--- config.mk ---
export PLATFORM = sky130hd
export DESIGN_NAME = asu_top
export DESIGN_NICKNAME = d
export VERILOG_FILES = /design/src/hdl/asu_pkg.sv /design/src/hdl/asu_baud_if.sv /design/src/hdl/asu_baud_gen.sv /design/src/hdl/asu_top.sv
export VERILOG_INCLUDE_DIRS = /design/src /design/src/hdl
export SDC_FILE = /design/constraint.sdc
export NUM_CORES = 1
export LEC_CHECK = 0
export BUFFER_PORTS_ARGS = -buffer_cell sky130_fd_sc_hd__buf_2
export CELL_PAD_IN_SITES_DETAIL_PLACEMENT = 1
export CELL_PAD_IN_SITES_GLOBAL_PLACEMENT = 2
export CORE_MARGIN = 2
export CORE_UTILIZATION = 35
export DETAILED_ROUTE_END_ITERATION = 6
export PLACE_DENSITY_LB_ADDON = 0.1
export SLEW_MARGIN = 25
export SYNTH_ARGS = -nofsm -noshare
export SYNTH_HDL_FRONTEND = slang
export SYNTH_SLANG_ARGS = --single-unit
--- constraint.sdc ---
create_clock -name clk_sys_i -period 3.1 [get_ports clk_sys_i]
set_clock_uncertainty 0.05 [all_clocks]
set_input_delay 0.31 -clock clk_sys_i [delete_from_list [all_inputs] [get_ports clk_sys_i]]
set_output_delay 0.31 -clock clk_sys_i [all_outputs]
set_load 0.01 [all_outputs]
--- src/hdl/asu_defines.svh ---
// constants of the async serial unit: register offsets, field positions, reset values, counts
// assumes inclusion by bare name from the package and the design modules
`ifndef ASU_DEFINES_SVH
`define ASU_DEFINES_SVH

`define ASU_OFS_CTRL_ONE 5'h00
`define ASU_OFS_CTRL_TWO 5'h04
`define ASU_OFS_CTRL_THREE 5'h08
`define ASU_OFS_STATUS_ONE 5'h0C
`define ASU_OFS_STATUS_TWO 5'h10
`define ASU_OFS_DATA_BUF 5'h14
`define ASU_OFS_BAUD 5'h18

// control_one
`define ASU_B_MOD_EN 0
`define ASU_B_CHAR9 1
`define ASU_B_TX_INV 2
// control_two
`define ASU_B_TX_ON 0
`define ASU_B_RX_ON 1
`define ASU_B_SEND_BRK 2
`define ASU_B_TXE_IE 3
`define ASU_B_RXF_IE 4
// control_three
`define ASU_B_TX_NINE 0
`define ASU_B_RX_NINE 1
// status_one
`define ASU_B_TXE 0
`define ASU_B_RXF 1
`define ASU_B_FE 2
`define ASU_B_OVR 3
`define ASU_B_NF 4
`define ASU_B_PE 5
// status_two
`define ASU_B_BRK 0
`define ASU_B_RX_ACT 1
// baud_reg
`define ASU_B_LONG_BRK 0
`define ASU_B_SRC_SEL 1
`define ASU_F_DIV_LSB 8
`define ASU_F_DIV_MSB 15

`define ASU_RST_DIV 8'h1A
`define ASU_RT_PER_BIT 16
`define ASU_LAST_PHASE 4'hF
`define ASU_RT_SMP_A 4'h7
`define ASU_RT_SMP_C 4'h9
`define ASU_RT_DECIDE 4'hA
`define ASU_LEN_8 4'hA
`define ASU_LEN_9 4'hB

`endif

--- src/hdl/asu_pkg.sv ---
// types of the async serial unit
// assumes asu_defines.svh is on the include path
package asu_pkg;
   `include "asu_defines.svh"

   typedef enum logic [1:0] {
      ASU_TX_IDLE = 2'b00,
      ASU_TX_PRE = 2'b01,
      ASU_TX_DATA = 2'b11,
      ASU_TX_BRK = 2'b10
   } asu_tx_state_type;

   typedef enum logic [1:0] {
      ASU_RX_IDLE = 2'b00,
      ASU_RX_FRAME = 2'b01,
      ASU_RX_WAIT_HI = 2'b11
   } asu_rx_state_type;

   typedef logic [7:0] asu_div_type;
endpackage

--- src/hdl/asu_baud_if.sv ---
// shared baud timing between the unit core and its rate generator
// assumes both ends on clk_sys_i
`timescale 1ns/1ps
interface asu_baud_if;
   import asu_pkg::*;
   asu_div_type div;
   logic src_sel;
   logic alt_tick;
   logic run;
   logic rt_tick;
   modport gen (input div, input src_sel, input alt_tick, input run, output rt_tick);
   modport user (output div, output src_sel, output alt_tick, output run, input rt_tick);
endinterface

--- src/hdl/asu_baud_gen.sv ---
// 16x sampling-rate tick generator shared by transmitter and receiver
// assumes alt_tick is a one-cycle strobe from logic on clk_sys_i
`timescale 1ns/1ps
module asu_baud_gen (
   input wire logic clk_sys_i,
   input wire logic rst_i,
   input wire logic ce_i,
   asu_baud_if.gen bif
);
   import asu_pkg::*;
   asu_div_type cnt_r;
   logic tick_r;
   logic step;

   // source select: every system clock or only the alternate strobes
   assign step = bif.src_sel ? bif.alt_tick : 1'b1;
   assign bif.rt_tick = tick_r;

   always_ff @(posedge clk_sys_i) begin
      if (rst_i) begin
         cnt_r <= 8'h00;
         tick_r <= 1'b0;
      end else if (ce_i) begin
         tick_r <= 1'b0;
         if (!bif.run) begin
            cnt_r <= 8'h00;
         end else if (step) begin
            // a divisor of zero behaves as one
            if (cnt_r + 8'h01 >= bif.div) begin
               cnt_r <= 8'h00;
               tick_r <= 1'b1;
            end else begin
               cnt_r <= cnt_r + 8'h01;
            end
         end
      end
   end
endmodule

--- src/hdl/asu_top.sv ---
// async serial unit: avalon-mm registers, nrz transmitter with break/idle, receiver
// assumes a synchronous avalon master on clk_sys_i; serial_in_i is asynchronous
`timescale 1ns/1ps
`include "asu_defines.svh"
module asu_top (
   input wire logic clk_sys_i,
   input wire logic rst_i,
   input wire logic ce_i,
   input wire logic [4:0] avs_address_i,
   input wire logic avs_read_i,
   input wire logic avs_write_i,
   input wire logic [31:0] avs_writedata_i,
   input wire logic [3:0] avs_byteenable_i,
   output logic [31:0] avs_readdata_o,
   output logic avs_waitrequest_o,
   input wire logic baud_alt_tick_i,
   input wire logic serial_in_i,
   output logic serial_out_o,
   output logic serial_out_oe_o,
   output logic tx_irq_o,
   output logic rx_irq_o
);
   import asu_pkg::*;

   asu_baud_if bif ();
   asu_baud_gen u_baud (
      .clk_sys_i (clk_sys_i),
      .rst_i (rst_i),
      .ce_i (ce_i),
      .bif (bif)
   );

   // register state
   logic mod_en_r, char9_r, tx_inv_r;
   logic tx_on_r, rx_on_r, send_brk_r, txe_ie_r, rxf_ie_r;
   logic tx_nine_r, rx_nine_r, long_brk_r, src_sel_r;
   asu_div_type div_r;
   logic [7:0] tx_buf_r, rx_buf_r;
   logic txe_r, rxf_r, fe_r, ovr_r, nf_r, brk_flag_r;
   logic tx_arm_r, rx_arm_r, ack_r;
   logic [31:0] rdata_r;

   // bus decode
   logic req, acc, wr_acc, rd_acc, wr_lo, be_lo;
   assign req = avs_read_i | avs_write_i;
   assign avs_waitrequest_o = req & !(ack_r & ce_i);
   assign acc = req & ack_r & ce_i;
   assign wr_acc = acc & avs_write_i;
   assign rd_acc = acc & avs_read_i;
   assign be_lo = avs_byteenable_i[0];
   assign wr_lo = wr_acc & be_lo;
   assign avs_readdata_o = rdata_r;

   // transmitter / receiver events seen by the registers
   logic load_data, rx_done, rx_brk, rx_fe, rx_noise, rx_act;
   logic [8:0] rx_sh_r;
   logic data_wr, data_rd, st1_rd;
   assign data_wr = wr_lo & (avs_address_i == `ASU_OFS_DATA_BUF);
   assign data_rd = rd_acc & (avs_address_i == `ASU_OFS_DATA_BUF);
   assign st1_rd = rd_acc & (avs_address_i == `ASU_OFS_STATUS_ONE);

   always_ff @(posedge clk_sys_i) begin
      if (rst_i) begin
         ack_r <= 1'b0;
      end else if (ce_i) begin
         ack_r <= req & !ack_r;
      end
   end

   // read data captured in the wait cycle so it stands at the accepting edge
   always_ff @(posedge clk_sys_i) begin
      if (rst_i) begin
         rdata_r <= 32'h0000_0000;
      end else if (ce_i && avs_read_i && !ack_r) begin
         rdata_r <= 32'h0000_0000;
         case (avs_address_i)
            `ASU_OFS_CTRL_ONE: begin
               rdata_r[`ASU_B_MOD_EN] <= mod_en_r;
               rdata_r[`ASU_B_CHAR9] <= char9_r;
               rdata_r[`ASU_B_TX_INV] <= tx_inv_r;
            end
            `ASU_OFS_CTRL_TWO: begin
               rdata_r[`ASU_B_TX_ON] <= tx_on_r;
               rdata_r[`ASU_B_RX_ON] <= rx_on_r;
               rdata_r[`ASU_B_SEND_BRK] <= send_brk_r;
               rdata_r[`ASU_B_TXE_IE] <= txe_ie_r;
               rdata_r[`ASU_B_RXF_IE] <= rxf_ie_r;
            end
            `ASU_OFS_CTRL_THREE: begin
               rdata_r[`ASU_B_TX_NINE] <= tx_nine_r;
               rdata_r[`ASU_B_RX_NINE] <= rx_nine_r;
            end
            `ASU_OFS_STATUS_ONE: begin
               rdata_r[`ASU_B_TXE] <= txe_r;
               rdata_r[`ASU_B_RXF] <= rxf_r;
               rdata_r[`ASU_B_FE] <= fe_r;
               rdata_r[`ASU_B_OVR] <= ovr_r;
               rdata_r[`ASU_B_NF] <= nf_r;
            end
            `ASU_OFS_STATUS_TWO: begin
               rdata_r[`ASU_B_BRK] <= brk_flag_r;
               rdata_r[`ASU_B_RX_ACT] <= rx_act;
            end
            `ASU_OFS_DATA_BUF: rdata_r[7:0] <= rx_buf_r;
            `ASU_OFS_BAUD: begin
               rdata_r[`ASU_B_LONG_BRK] <= long_brk_r;
               rdata_r[`ASU_B_SRC_SEL] <= src_sel_r;
               rdata_r[`ASU_F_DIV_MSB:`ASU_F_DIV_LSB] <= div_r;
            end
            default: rdata_r <= 32'h0000_0000;
         endcase
      end
   end

   // control registers
   always_ff @(posedge clk_sys_i) begin
      if (rst_i) begin
         {mod_en_r, char9_r, tx_inv_r} <= 3'h0;
         {tx_on_r, rx_on_r, send_brk_r, txe_ie_r, rxf_ie_r} <= 5'h00;
         {tx_nine_r, long_brk_r, src_sel_r} <= 3'h0;
         div_r <= `ASU_RST_DIV;
      end else if (ce_i && wr_acc) begin
         case (avs_address_i)
            `ASU_OFS_CTRL_ONE: if (be_lo) begin
               mod_en_r <= avs_writedata_i[`ASU_B_MOD_EN];
               char9_r <= avs_writedata_i[`ASU_B_CHAR9];
               tx_inv_r <= avs_writedata_i[`ASU_B_TX_INV];
            end
            `ASU_OFS_CTRL_TWO: if (be_lo) begin
               tx_on_r <= avs_writedata_i[`ASU_B_TX_ON];
               rx_on_r <= avs_writedata_i[`ASU_B_RX_ON];
               send_brk_r <= avs_writedata_i[`ASU_B_SEND_BRK];
               txe_ie_r <= avs_writedata_i[`ASU_B_TXE_IE];
               rxf_ie_r <= avs_writedata_i[`ASU_B_RXF_IE];
            end
            `ASU_OFS_CTRL_THREE: if (be_lo) begin
               tx_nine_r <= avs_writedata_i[`ASU_B_TX_NINE];
            end
            `ASU_OFS_BAUD: begin
               if (be_lo) begin
                  long_brk_r <= avs_writedata_i[`ASU_B_LONG_BRK];
                  src_sel_r <= avs_writedata_i[`ASU_B_SRC_SEL];
               end
               if (avs_byteenable_i[1]) begin
                  div_r <= avs_writedata_i[`ASU_F_DIV_MSB:`ASU_F_DIV_LSB];
               end
            end
            default: ;
         endcase
      end
   end

   // one generator feeds both directions
   assign bif.div = div_r;
   assign bif.src_sel = src_sel_r;
   assign bif.alt_tick = baud_alt_tick_i;
   assign bif.run = mod_en_r;

   // ---------------- transmitter ----------------
   asu_tx_state_type tx_st_r;
   logic [11:0] tx_sh_r;
   logic [3:0] tx_left_r, tx_phase_r, frame_len;
   logic tx_on_d_r, idle_pend_r, bit_tick, tx_line, frame_end;
   assign frame_len = char9_r ? `ASU_LEN_9 : `ASU_LEN_8;
   assign bit_tick = bif.rt_tick & (tx_phase_r == `ASU_LAST_PHASE);
   assign frame_end = (tx_st_r == ASU_TX_IDLE) | (tx_left_r == 4'h1);
   assign load_data = bit_tick & frame_end & mod_en_r & tx_on_r & !idle_pend_r &
      !(send_brk_r | (tx_st_r == ASU_TX_BRK)) & !txe_r;
   assign tx_line = (tx_st_r == ASU_TX_IDLE) ? 1'b1 : tx_sh_r[0];

   always_ff @(posedge clk_sys_i) begin
      if (rst_i) begin
         tx_phase_r <= 4'h0;
      end else if (ce_i && bif.rt_tick) begin
         tx_phase_r <= tx_phase_r + 4'h1;
      end
   end

   // rising enable asks for an idle character: preamble when quiet, queued when busy
   always_ff @(posedge clk_sys_i) begin
      if (rst_i) begin
         tx_on_d_r <= 1'b0;
         idle_pend_r <= 1'b0;
      end else if (ce_i) begin
         tx_on_d_r <= tx_on_r;
         if (!mod_en_r) begin
            idle_pend_r <= 1'b0;
         end else if (tx_on_r && !tx_on_d_r) begin
            idle_pend_r <= 1'b1;
         end else if (bit_tick && frame_end && !send_brk_r && tx_st_r != ASU_TX_BRK) begin
            idle_pend_r <= 1'b0;
         end
      end
   end

   always_ff @(posedge clk_sys_i) begin
      if (rst_i) begin
         tx_st_r <= ASU_TX_IDLE;
         tx_sh_r <= 12'hFFF;
         tx_left_r <= 4'h0;
      end else if (ce_i && bit_tick) begin
         if (!frame_end) begin
            tx_sh_r <= {1'b1, tx_sh_r[11:1]};
            tx_left_r <= tx_left_r - 4'h1;
         end else if (!mod_en_r) begin
            tx_st_r <= ASU_TX_IDLE;
            tx_left_r <= 4'h0;
         end else if (tx_st_r == ASU_TX_BRK && !send_brk_r) begin
            // one mark bit so the next start edge is seen
            tx_st_r <= ASU_TX_DATA;
            tx_sh_r <= 12'hFFF;
            tx_left_r <= 4'h1;
         end else if (send_brk_r && tx_on_r) begin
            tx_st_r <= ASU_TX_BRK;
            tx_sh_r <= 12'h000;
            tx_left_r <= frame_len + {3'h0, long_brk_r};
         end else if (idle_pend_r) begin
            tx_st_r <= ASU_TX_PRE;
            tx_sh_r <= 12'hFFF;
            tx_left_r <= frame_len;
         end else if (load_data) begin
            tx_st_r <= ASU_TX_DATA;
            // stop one at the top, start zero at the bottom
            tx_sh_r <= char9_r ? {2'b11, tx_nine_r, tx_buf_r, 1'b0}
               : {3'b111, tx_buf_r, 1'b0};
            tx_left_r <= frame_len;
         end else begin
            tx_st_r <= ASU_TX_IDLE;
            tx_left_r <= 4'h0;
         end
      end
   end

   always_ff @(posedge clk_sys_i) begin
      if (rst_i) begin
         serial_out_o <= 1'b1;
         serial_out_oe_o <= 1'b0;
      end else if (ce_i) begin
         serial_out_o <= tx_line ^ tx_inv_r;
         serial_out_oe_o <= mod_en_r;
      end
   end

   // ---------------- receiver ----------------
   asu_rx_state_type rx_st_r;
   logic rx_s1_r, rx_s2_r, rx_ext_r, rx_zero_r, rx_nz_r, rx_bit, decide;
   logic [2:0] rx_smp_r;
   logic [3:0] rx_rt_r, rx_idx_r, stop_idx;
   assign rx_bit = (rx_smp_r[0] & rx_smp_r[1]) | (rx_smp_r[0] & rx_smp_r[2]) |
      (rx_smp_r[1] & rx_smp_r[2]);
   assign decide = bif.rt_tick & (rx_st_r == ASU_RX_FRAME) & (rx_rt_r == `ASU_RT_DECIDE);
   assign stop_idx = frame_len - 4'h1;
   assign rx_act = (rx_st_r == ASU_RX_FRAME);

   always_ff @(posedge clk_sys_i) begin
      if (rst_i) begin
         rx_s1_r <= 1'b1;
         rx_s2_r <= 1'b1;
      end else if (ce_i) begin
         rx_s1_r <= serial_in_i;
         rx_s2_r <= rx_s1_r;
      end
   end

   always_ff @(posedge clk_sys_i) begin
      if (rst_i) begin
         rx_st_r <= ASU_RX_IDLE;
         {rx_rt_r, rx_idx_r} <= 8'h00;
         {rx_smp_r, rx_ext_r, rx_zero_r, rx_nz_r} <= 6'h00;
         rx_sh_r <= 9'h000;
      end else if (ce_i && (!mod_en_r || !rx_on_r)) begin
         rx_st_r <= ASU_RX_IDLE;
      end else if (ce_i && bif.rt_tick) begin
         rx_rt_r <= rx_rt_r + 4'h1;
         if (rx_rt_r >= `ASU_RT_SMP_A && rx_rt_r <= `ASU_RT_SMP_C) begin
            rx_smp_r <= {rx_smp_r[1:0], rx_s2_r};
         end
         case (rx_st_r)
            ASU_RX_IDLE: if (!rx_s2_r) begin
               rx_st_r <= ASU_RX_FRAME;
               {rx_rt_r, rx_idx_r} <= 8'h00;
               {rx_ext_r, rx_nz_r} <= 2'b00;
               rx_zero_r <= 1'b1;
            end
            ASU_RX_FRAME: if (decide) begin
               rx_idx_r <= rx_idx_r + 4'h1;
               rx_nz_r <= rx_nz_r | (rx_smp_r != 3'h0 && rx_smp_r != 3'h7);
               if (rx_idx_r == 4'h0) begin
                  if (rx_bit) begin
                     rx_st_r <= ASU_RX_IDLE;
                  end
               end else if (rx_idx_r < stop_idx) begin
                  rx_sh_r[rx_idx_r - 4'h1] <= rx_bit;
                  rx_zero_r <= rx_zero_r & !rx_bit;
               end else if (rx_idx_r == stop_idx && !rx_bit && long_brk_r && rx_zero_r) begin
                  rx_ext_r <= 1'b1;
               end else begin
                  rx_st_r <= ASU_RX_WAIT_HI;
               end
            end
            ASU_RX_WAIT_HI: if (rx_s2_r) begin
               rx_st_r <= ASU_RX_IDLE;
            end
            default: rx_st_r <= ASU_RX_IDLE;
         endcase
      end
   end

   // a break needs the extended zero in long mode, the plain stop zero otherwise
   assign rx_done = ce_i & decide & (rx_idx_r != 4'h0) & (rx_idx_r >= stop_idx) &
      !(rx_idx_r == stop_idx && !rx_bit && long_brk_r && rx_zero_r);
   assign rx_fe = rx_ext_r | !rx_bit;
   assign rx_brk = rx_zero_r & !rx_bit & (rx_ext_r | !long_brk_r);
   assign rx_noise = rx_nz_r | (rx_smp_r != 3'h0 && rx_smp_r != 3'h7);

   // ---------------- status and buffers ----------------
   // clears need a status_one read first, except brk, cleared by a one written to status_two; a hardware set in the same cycle wins
   always_ff @(posedge clk_sys_i) begin
      if (rst_i) begin
         tx_arm_r <= 1'b0;
         rx_arm_r <= 1'b0;
         tx_buf_r <= 8'h00;
         txe_r <= 1'b1;
      end else if (ce_i) begin
         if (st1_rd) begin
            tx_arm_r <= 1'b1;
            rx_arm_r <= 1'b1;
         end else begin
            if (data_wr) tx_arm_r <= 1'b0;
            if (data_rd) rx_arm_r <= 1'b0;
         end
         if (data_wr) begin
            tx_buf_r <= avs_writedata_i[7:0];
         end
         if (load_data) begin
            txe_r <= 1'b1;
         end else if (data_wr && tx_arm_r) begin
            txe_r <= 1'b0;
         end
      end
   end

   always_ff @(posedge clk_sys_i) begin
      if (rst_i) begin
         {rxf_r, fe_r, ovr_r, nf_r, brk_flag_r, rx_nine_r} <= 6'h00;
         rx_buf_r <= 8'h00;
      end else if (ce_i) begin
         if (rx_done) begin
            rxf_r <= 1'b1;
            fe_r <= rx_fe;
            nf_r <= rx_noise;
            ovr_r <= rxf_r && !(data_rd && rx_arm_r);
            if (rx_brk) begin
               brk_flag_r <= 1'b1;
               rx_buf_r <= 8'h00;
               rx_nine_r <= 1'b0;
            end else if (!rxf_r || (data_rd && rx_arm_r)) begin
               rx_buf_r <= rx_sh_r[7:0];
               rx_nine_r <= char9_r ? rx_sh_r[8] : rx_sh_r[7];
            end
         end else if (data_rd && rx_arm_r) begin
            {rxf_r, fe_r, ovr_r, nf_r} <= 4'h0;
         end
         if (!rx_done && wr_lo && avs_address_i == `ASU_OFS_STATUS_TWO &&
               avs_writedata_i[`ASU_B_BRK]) begin
            brk_flag_r <= 1'b0;
         end
      end
   end

   assign tx_irq_o = txe_r & txe_ie_r;
   assign rx_irq_o = rxf_r & rxf_ie_r;
endmodule

==> results of run 1 <==
==> layer usage <==
layer,routed length (microns),up-vias,GRT usage
li1,-,2737,-
met1,8550,2695,0.241
met2,8810,79,0.323
met3,546,25,0.0430
met4,331,0,0.0632
met5,0,-,0
==> per-stage QoR <==
stage               cells  total power (uW)   util  setup WS [ns]  hold WS [ns]
floorplan             768              1720      -          0.859         0.378
global placement     1004              1760  0.378          0.463         0.390
detailed placement   1004              1760  0.378          0.299         0.392
CTS                  1036              3940  0.413          0.274        0.0264
global route         1036              4020  0.413          0.204        0.0316
finish               1036              3880  0.413          0.438        0.0408
==> worst reg2reg max path, cell delays in order (launching register included) <==
cell and delay [ns]:
dfxtp_1 0.43, ha_1 0.28, nand3_1 0.14, xnor2_1 0.27
ha_1 0.30, a211oi_1 0.28, nor2_1 0.11, a211oi_2 0.29
o21ai_0 0.21, o211ai_1 0.22
==> placed cells by master, fill, tap and decap left out, drive strengths merged, types with 23 or more instances in the layout <==
cell      n
nand2b   23
dfxtp   123
nor2     95
inv      24
nand2    60
ha       25
a21oi    46
mux2i    46
nand3    40
o21ai    28
buf      67
==> power by group <==
part / total, uW / internal [uW] / switching, uW / leakage, uW
sequential: 1590 / 1580 / 4.36 / 0.000992
combinational: 134 / 40.4 / 93.9 / 0.00163
clock: 2150 / 1370 / 783 / 0.000307
==> registers in the layout, indices dropped and copies added, names as in the netlist, 3 cells and up <==
name,count
tx_left_r,4
avs_readdata_o,16
rx_rt_r,4
tx_buf_r,8
rx_sh_r,9
u_baud.cnt_r,8
rx_idx_r,4
rx_buf_r,8
rx_smp_r,3
bif.div,8
tx_sh_r,12
tx_phase_r,4
==> cell type report <==
class / count / share of cell area
tap: 229 / 0.0385
inverter: 22 / 0.0111
multi-input combinational: 563 / 0.484
clock inverter: 14 / 0.0260
sequential: 123 / 0.331
clock buffer: 18 / 0.0590
timing repair buffer: 67 / 0.0511
==> kinds of logic (layout without fill, tap and decap cells) <==
logic type / after synthesis / in the layout
AOI/OAI and AO/OA: 166 / 166
xor gates and xnor gates: 14 / 14
adders and majority gates: 26 / 26
buffers and inverters: 82 / 121
DFF: 123 / 123
muxes: 48 / 48
other: 1 / 16
and+or+nand+nor: 293 / 293
==> worst min path at each step <==
stage	startpoint	slack (ns)	endpoint
floorplan	avs_writedata_i[9]	0.38	bif.div[1]
global placement	avs_readdata_o[9]	0.39	avs_readdata_o[9]
detailed placement	avs_readdata_o[9]	0.39	avs_readdata_o[9]
CTS	avs_writedata_i[9]	0.03	bif.div[1]
global route	avs_writedata_i[9]	0.03	bif.div[1]
finish	avs_writedata_i[9]	0.04	bif.div[1]
==> timing repair <==
| action | in CTS | in global routing |
|---|---|---|
| hold buffers | 0 | 0 |
| setup endpoints to repair | 0 | 2 |
| resized for setup | 0 | 1 |
==> flow_metrics.tcl, run 1 <==
set metrics [dict create \
    status "complete, no violations" \
    setup_tns_ns 0 \
    synth_compound_area_frac 0.175 \
    hp-class "primary input to flip-flop" \
    synthCells 753 \
    yosysSeqAreaShare 0.381 \
    placed_cell_area_sq_um 6810 \
    grt_pass1_vias 5833 \
    synth.area.mux_share 0.0748 \
    cts_tree "done" \
    crit_top_cell "ha_1" \
    cp-end-kind "flip-flop" \
    crit_start "u_baud.cnt_r[0]" \
    power.leakage_uw 0.00293 \
    n_fill_cell 2150 \
    cts.clk_slew.worst_paths_ns 0.06 \
    syn_area_sq_um 6460 \
    num_vias 5536 \
    syn_avg_cell_area_sq_um 8.58 \
    whs_path_depth 2 \
    finalWirelength_microns 18200 \
    synth_top_family_by_area "simple AND/OR/NAND/NOR gates" \
    maxCapViolCount 0 \
    drive_above_1_share 0.151 \
    dr.pass1.iters 5 \
    synth_xor_area_frac 0.0190 \
    wl_per_cell_microns 17.6 \
    path_cells "ha_1 -> nand3_1 -> xnor2_1 -> ha_1 -> a211oi_1 -> nor2_1 -> a211oi_2 -> o21ai_0 -> o211ai_1" \
    clk_latency_ns 0.43 \
    synthFlopType "dfxtp_1" \
    slew_violations 0 \
    grt_max_degree 53 \
    dp_hpwl_microns 13300 \
    yosys.area_share.simple 0.229 \
    path_delay_family "compound AO/OA/AOI/OAI gates" \
    dieArea_sq_um 19600 \
    seq_area_sq_um 2460 \
    vdd_drop_max_v 0.000369 \
    antenna_found_initial 0 \
    crit_cells 9 \
    cp.arrival_ns 2.96 \
    setup_viol 0 \
    rsz0062_at_grt "false" \
    yosys_warnings 0 \
    drc 0 \
    slowest_delay_ns 0.43 \
    synthAdderAreaFrac 0.0502 \
    port_buffers 50 \
    ys_top_cells_by_count "dfxtp_1 (123), nor2_1 (92), nand2_1 (60)" \
    area_growth_pct 15.3 \
    worst-r2r-cell-count 9 \
    synth_cell_types 71 \
    rrSetupSlack_ns 0.44 \
    grt_overflow 0 \
    rows 49 \
    yosysMostFrequentCell "dfxtp_1" \
    start_kind "flip-flop" \
    grt_usage 0.191 \
    fin_crit_sh 0.859 \
    path_max_fanout 6 \
    grt_pass1_wl_microns 30000 \
    ios 85 \
    dr.first_iter.drc_count 175 \
    slowest_stage "dfxtp_1" \
    fin_area_sq_um 7450 \
    diodes 0 \
    cts.sinks 123 \
    worst_pin_slew_ns 0.884 \
    synthArstFlopShare 0 \
    fp.dieH_microns 140 \
    regToRegEndpoint "u_baud.cnt_r[2]" \
    r2r-start "u_baud.cnt_r[0]" \
    post-cts-setup-buffers 0 \
    start_util 0.358 \
    cp_data_required_time_ns 3.40 \
    via_per_inst 5.34 \
    period_minus_slack_ns 2.66 \
    htreeDepth 4 \
    synth-seq-cells 123 \
    maxSlewHeadroom 0.403 \
    max_freq_mhz 376 \
    multi_input_area_sq_um 3600 \
    nNetsFinal 867 \
    ctsLongestPathBuffers 2 \
    synth_edf_count 0 \
    drtAntennaViolNets 0 \
    die_x_microns 140 \
    power_per_cell_area_nw_per_um2 520 \
    yosys.area.top_type "dfxtp_1" \
    hold_viol 0 \
    cp.buffers_inverters 0 \
    critPathCapture "u_baud.cnt_r[2]" \
    critical_path_class "flip-flop to flip-flop" \
    yosys.area.top_type_share 0.381 \
    synth_area_leaders "dfxtp_1 (38%), mux2i_1 (7.1%), nor2_1 (5.3%)" \
    gp_routability_congestion 0.820 \
    cts_buffers 17 \
    core_area_sq_um 18000 \
    root_buffer "clkbuf_16" \
]
(Power assumes the default switching activity.)
==> inputs of run 2 (changes only) <==
Settings changed: ABC_AREA from default to 1, CORE_UTILIZATION 35 to 32.
==> run 2 against run 1 <==
  * Utilization fell by 3.1 points
  * Worst hold slack improved by 0.025 ns
  * Setup slack improved by 0.13 ns
  * Cell area rose by 0.89%
  * Flip-flop and latch count did not move
  * Register-to-register slack improved by 0.13 ns
  * Area after synthesis did not move
  * Routed wire length rose by 4.5%
  * Sequential power barely moved
  * Clock power fell by 7%
  * Critical path depth rose by 2
  * Critical path type unchanged
  * Largest power group unchanged
==> flow_metrics.tcl, run 2 <==
set metrics [dict create \
    status "complete, no violations" \
    synth-seq-cells 123 \
    maxSlewHeadroom 0.467 \
    cp_data_required_time_ns 3.39 \
    worst-r2r-cell-count 11 \
    antenna_found_initial 0 \
    min_to "bif.div[3]" \
    syn_area_sq_um 6460 \
    combPwrFrac 0.038 \
    fp.dieH_microns 146 \
    setup_viol 0 \
    hp-class "primary input to flip-flop" \
    postCtsHoldBufs 0 \
    num_vias 5950 \
    fin_crit_sh 0.817 \
    seq_power_share 0.427 \
    worstHoldStart "avs_writedata_i[11]" \
    synthCells 944 \
    slew_violations 0 \
    clk_latency_ns 0.42 \
    core_area_sq_um 19700 \
    yosys_warnings 0 \
    largest_reg_flops 16 \
    synthFlopType "dfxtp_1" \
    grt_usage 0.186 \
    grt_overflow 0 \
    drc 0 \
    ios 85 \
    grt_max_degree 50 \
    syn_avg_cell_area_sq_um 6.84 \
    hold_viol 0 \
    rrSetupSlack_ns 0.57 \
    grt_pass1_vias 6047 \
    setup_tns_ns 0 \
    synth_cell_types 41 \
    ctsLongestPathBuffers 2 \
    synth_area_leaders "dfxtp_1 (38%), nand2_1 (12%), nor2_1 (6.7%)" \
    wl_per_cell_microns 15.0 \
    cts_resized 0 \
    max_freq_mhz 395 \
    yosys.area.top_type "dfxtp_1" \
    worst_pin_slew_ns 0.790 \
    n_fill_cell 2562 \
    regToRegEndpoint "u_baud.cnt_r[1]" \
    yosysMostFrequentCell "nand2_1" \
    path_max_fanout 5 \
    maxCapViolCount 0 \
    rows 51 \
    start_kind "flip-flop" \
    drive_above_1_share 0.122 \
    critical_path_class "flip-flop to flip-flop" \
    htreeDepth 4 \
    vdd_drop_max_v 0.000335 \
    cp-end-kind "flip-flop" \
    root_buffer "clkbuf_16" \
    via_per_inst 4.67 \
    fin_util 0.382 \
    rsz0062_at_grt "false" \
    dr.pass1.iters 4 \
    drtAntennaViolNets 0 \
    ys_top_cells_by_count "nand2_1 (212), dfxtp_1 (123), nor2_1 (116)" \
    cp.buffers_inverters 0 \
    final_cell_mix "nand2_1 (212), dfxtp_1 (123), nor2_1 (116)" \
    port_buffers 50 \
    finalWirelength_microns 19100 \
    dr.first_iter.drc_count 171 \
    r2r-start "u_baud.cnt_r[0]" \
    start_util 0.329 \
    p_int_uw 2840 \
    swShare 0.245 \
    post-cts-setup-buffers 0 \
    whs_path_depth 3 \
    slowest_stage "dfxtp_1" \
    area_growth_pct 16.4 \
    cts.clk_slew.worst_paths_ns 0.06 \
    cp.arrival_ns 2.83 \
    power_per_cell_area_nw_per_um2 499 \
    yosys.area.top_type_share 0.381 \
    path_cells "ha_1 -> nand3_1 -> nand3b_1 -> xor2_1 -> ha_1 -> nand2_1 -> nor2_1 -> nand4_1 -> nand3_1 -> or2_2 -> a21oi_1" \
    cts_buffers 17 \
    dieArea_sq_um 21300 \
    cts_tree "done" \
    grt_pass1_wl_microns 31800 \
    nNetsFinal 1068 \
    p_clk_frac 0.535 \
    diodes 0 \
    gp_routability_congestion 0.743 \
    period_minus_slack_ns 2.53 \
    path_delay_family "simple AND/OR/NAND/NOR gates" \
    die_x_microns 146 \
    finalHoldWorstSlack_ns 0.0655 \
    synthArstFlopShare 0 \
    final_common_cell "nand2_1" \
    p_switching_uw 918 \
    power.leakage_uw 0.00337 \
    dp_hpwl_microns 14400 \
    yosysSeqAreaShare 0.381 \
    cts.sinks 123 \
    synth_edf_count 0 \
    slowest_delay_ns 0.42 \
]
-- run 2: worst max path at each step --
stage | end | from | slack (ns) | depth (start not counted)
after CTS | u_baud.cnt_r[1] | u_baud.cnt_r[0] | 0.53 | 11
after detailed placement | u_baud.cnt_r[1] | u_baud.cnt_r[0] | 0.57 | 11
after global routing | u_baud.cnt_r[1] | u_baud.cnt_r[0] | 0.32 | 11
final | u_baud.cnt_r[1] | u_baud.cnt_r[0] | 0.57 | 11
after global placement | u_baud.cnt_r[1] | u_baud.cnt_r[0] | 0.61 | 11
after floorplan | u_baud.cnt_r[1] | u_baud.cnt_r[0] | 0.94 | 11
-- run 2: metrics by stage --
step / std cells / power, uW / setup WS [ns] / instance area [sq um]
final: 1273 / 3750 / 0.567 / 7510
after global routing: 1273 / 3910 / 0.320 / 7510
after CTS: 1273 / 3810 / 0.533 / 7510
after detailed placement: 1241 / 1780 / 0.569 / 6920
after global placement: 1241 / 1780 / 0.607 / 6920
after floorplan: 959 / 1730 / 0.942 / 6510
-- run 2: kinds of logic after synthesis --
group | after synthesis | share of synthesized area
AO/OA/AOI/OAI | 164 | 0.131
XOR/XNOR | 11 | 0.0149
other | 1 | 0.000581
flip-flops | 123 | 0.381
adder cells (fa/ha/maj) | 25 | 0.0484
AND/OR/NAND/NOR | 465 | 0.318
buffers and inverters | 155 | 0.106
-- run 2: tightest hold or removal path, cell delays in order --
cell,delay (ns)
buf_2,0.08
a21oi_1,0.05
o21ai_0,0.06
-- run 2: layout make-up --
| cell class | instances | area [sq um] | area share |
|---|---|---|---|
| Clock buffer | 17 | 425 | 0.0566 |
| Clock inverter | 15 | 168 | 0.0223 |
| Inverter | 109 | 412 | 0.0548 |
| Multi-Input combinational cell | 681 | 3370 | 0.448 |
| Sequential cell | 123 | 2460 | 0.328 |
| Tap cell | 265 | 332 | 0.0441 |
| Timing Repair Buffer | 63 | 348 | 0.0463 |
-- run 2: power groups by stage --
stage / logic [uW] / registers [uW] / clock network [uW]
6_report: 143 / 1600 / 2010
2_1_floorplan: 90.6 / 1640 / 0
3_3_place_gp: 146 / 1640 / 0
5_1_grt: 161 / 1600 / 2140
3_5_place_dp: 146 / 1640 / 0
4_1_cts: 146 / 1600 / 2060
-- run 2: routing by layer --
metal	GRT usage	wire length [microns]	vias up	share of wire
met3	0.0356	382	12	0.020
met1	0.246	9350	2754	0.49
li1	-	-	3136	-
met5	0	0	-	0
met4	0.0451	158	0	0.0083
met2	0.314	9160	48	0.48
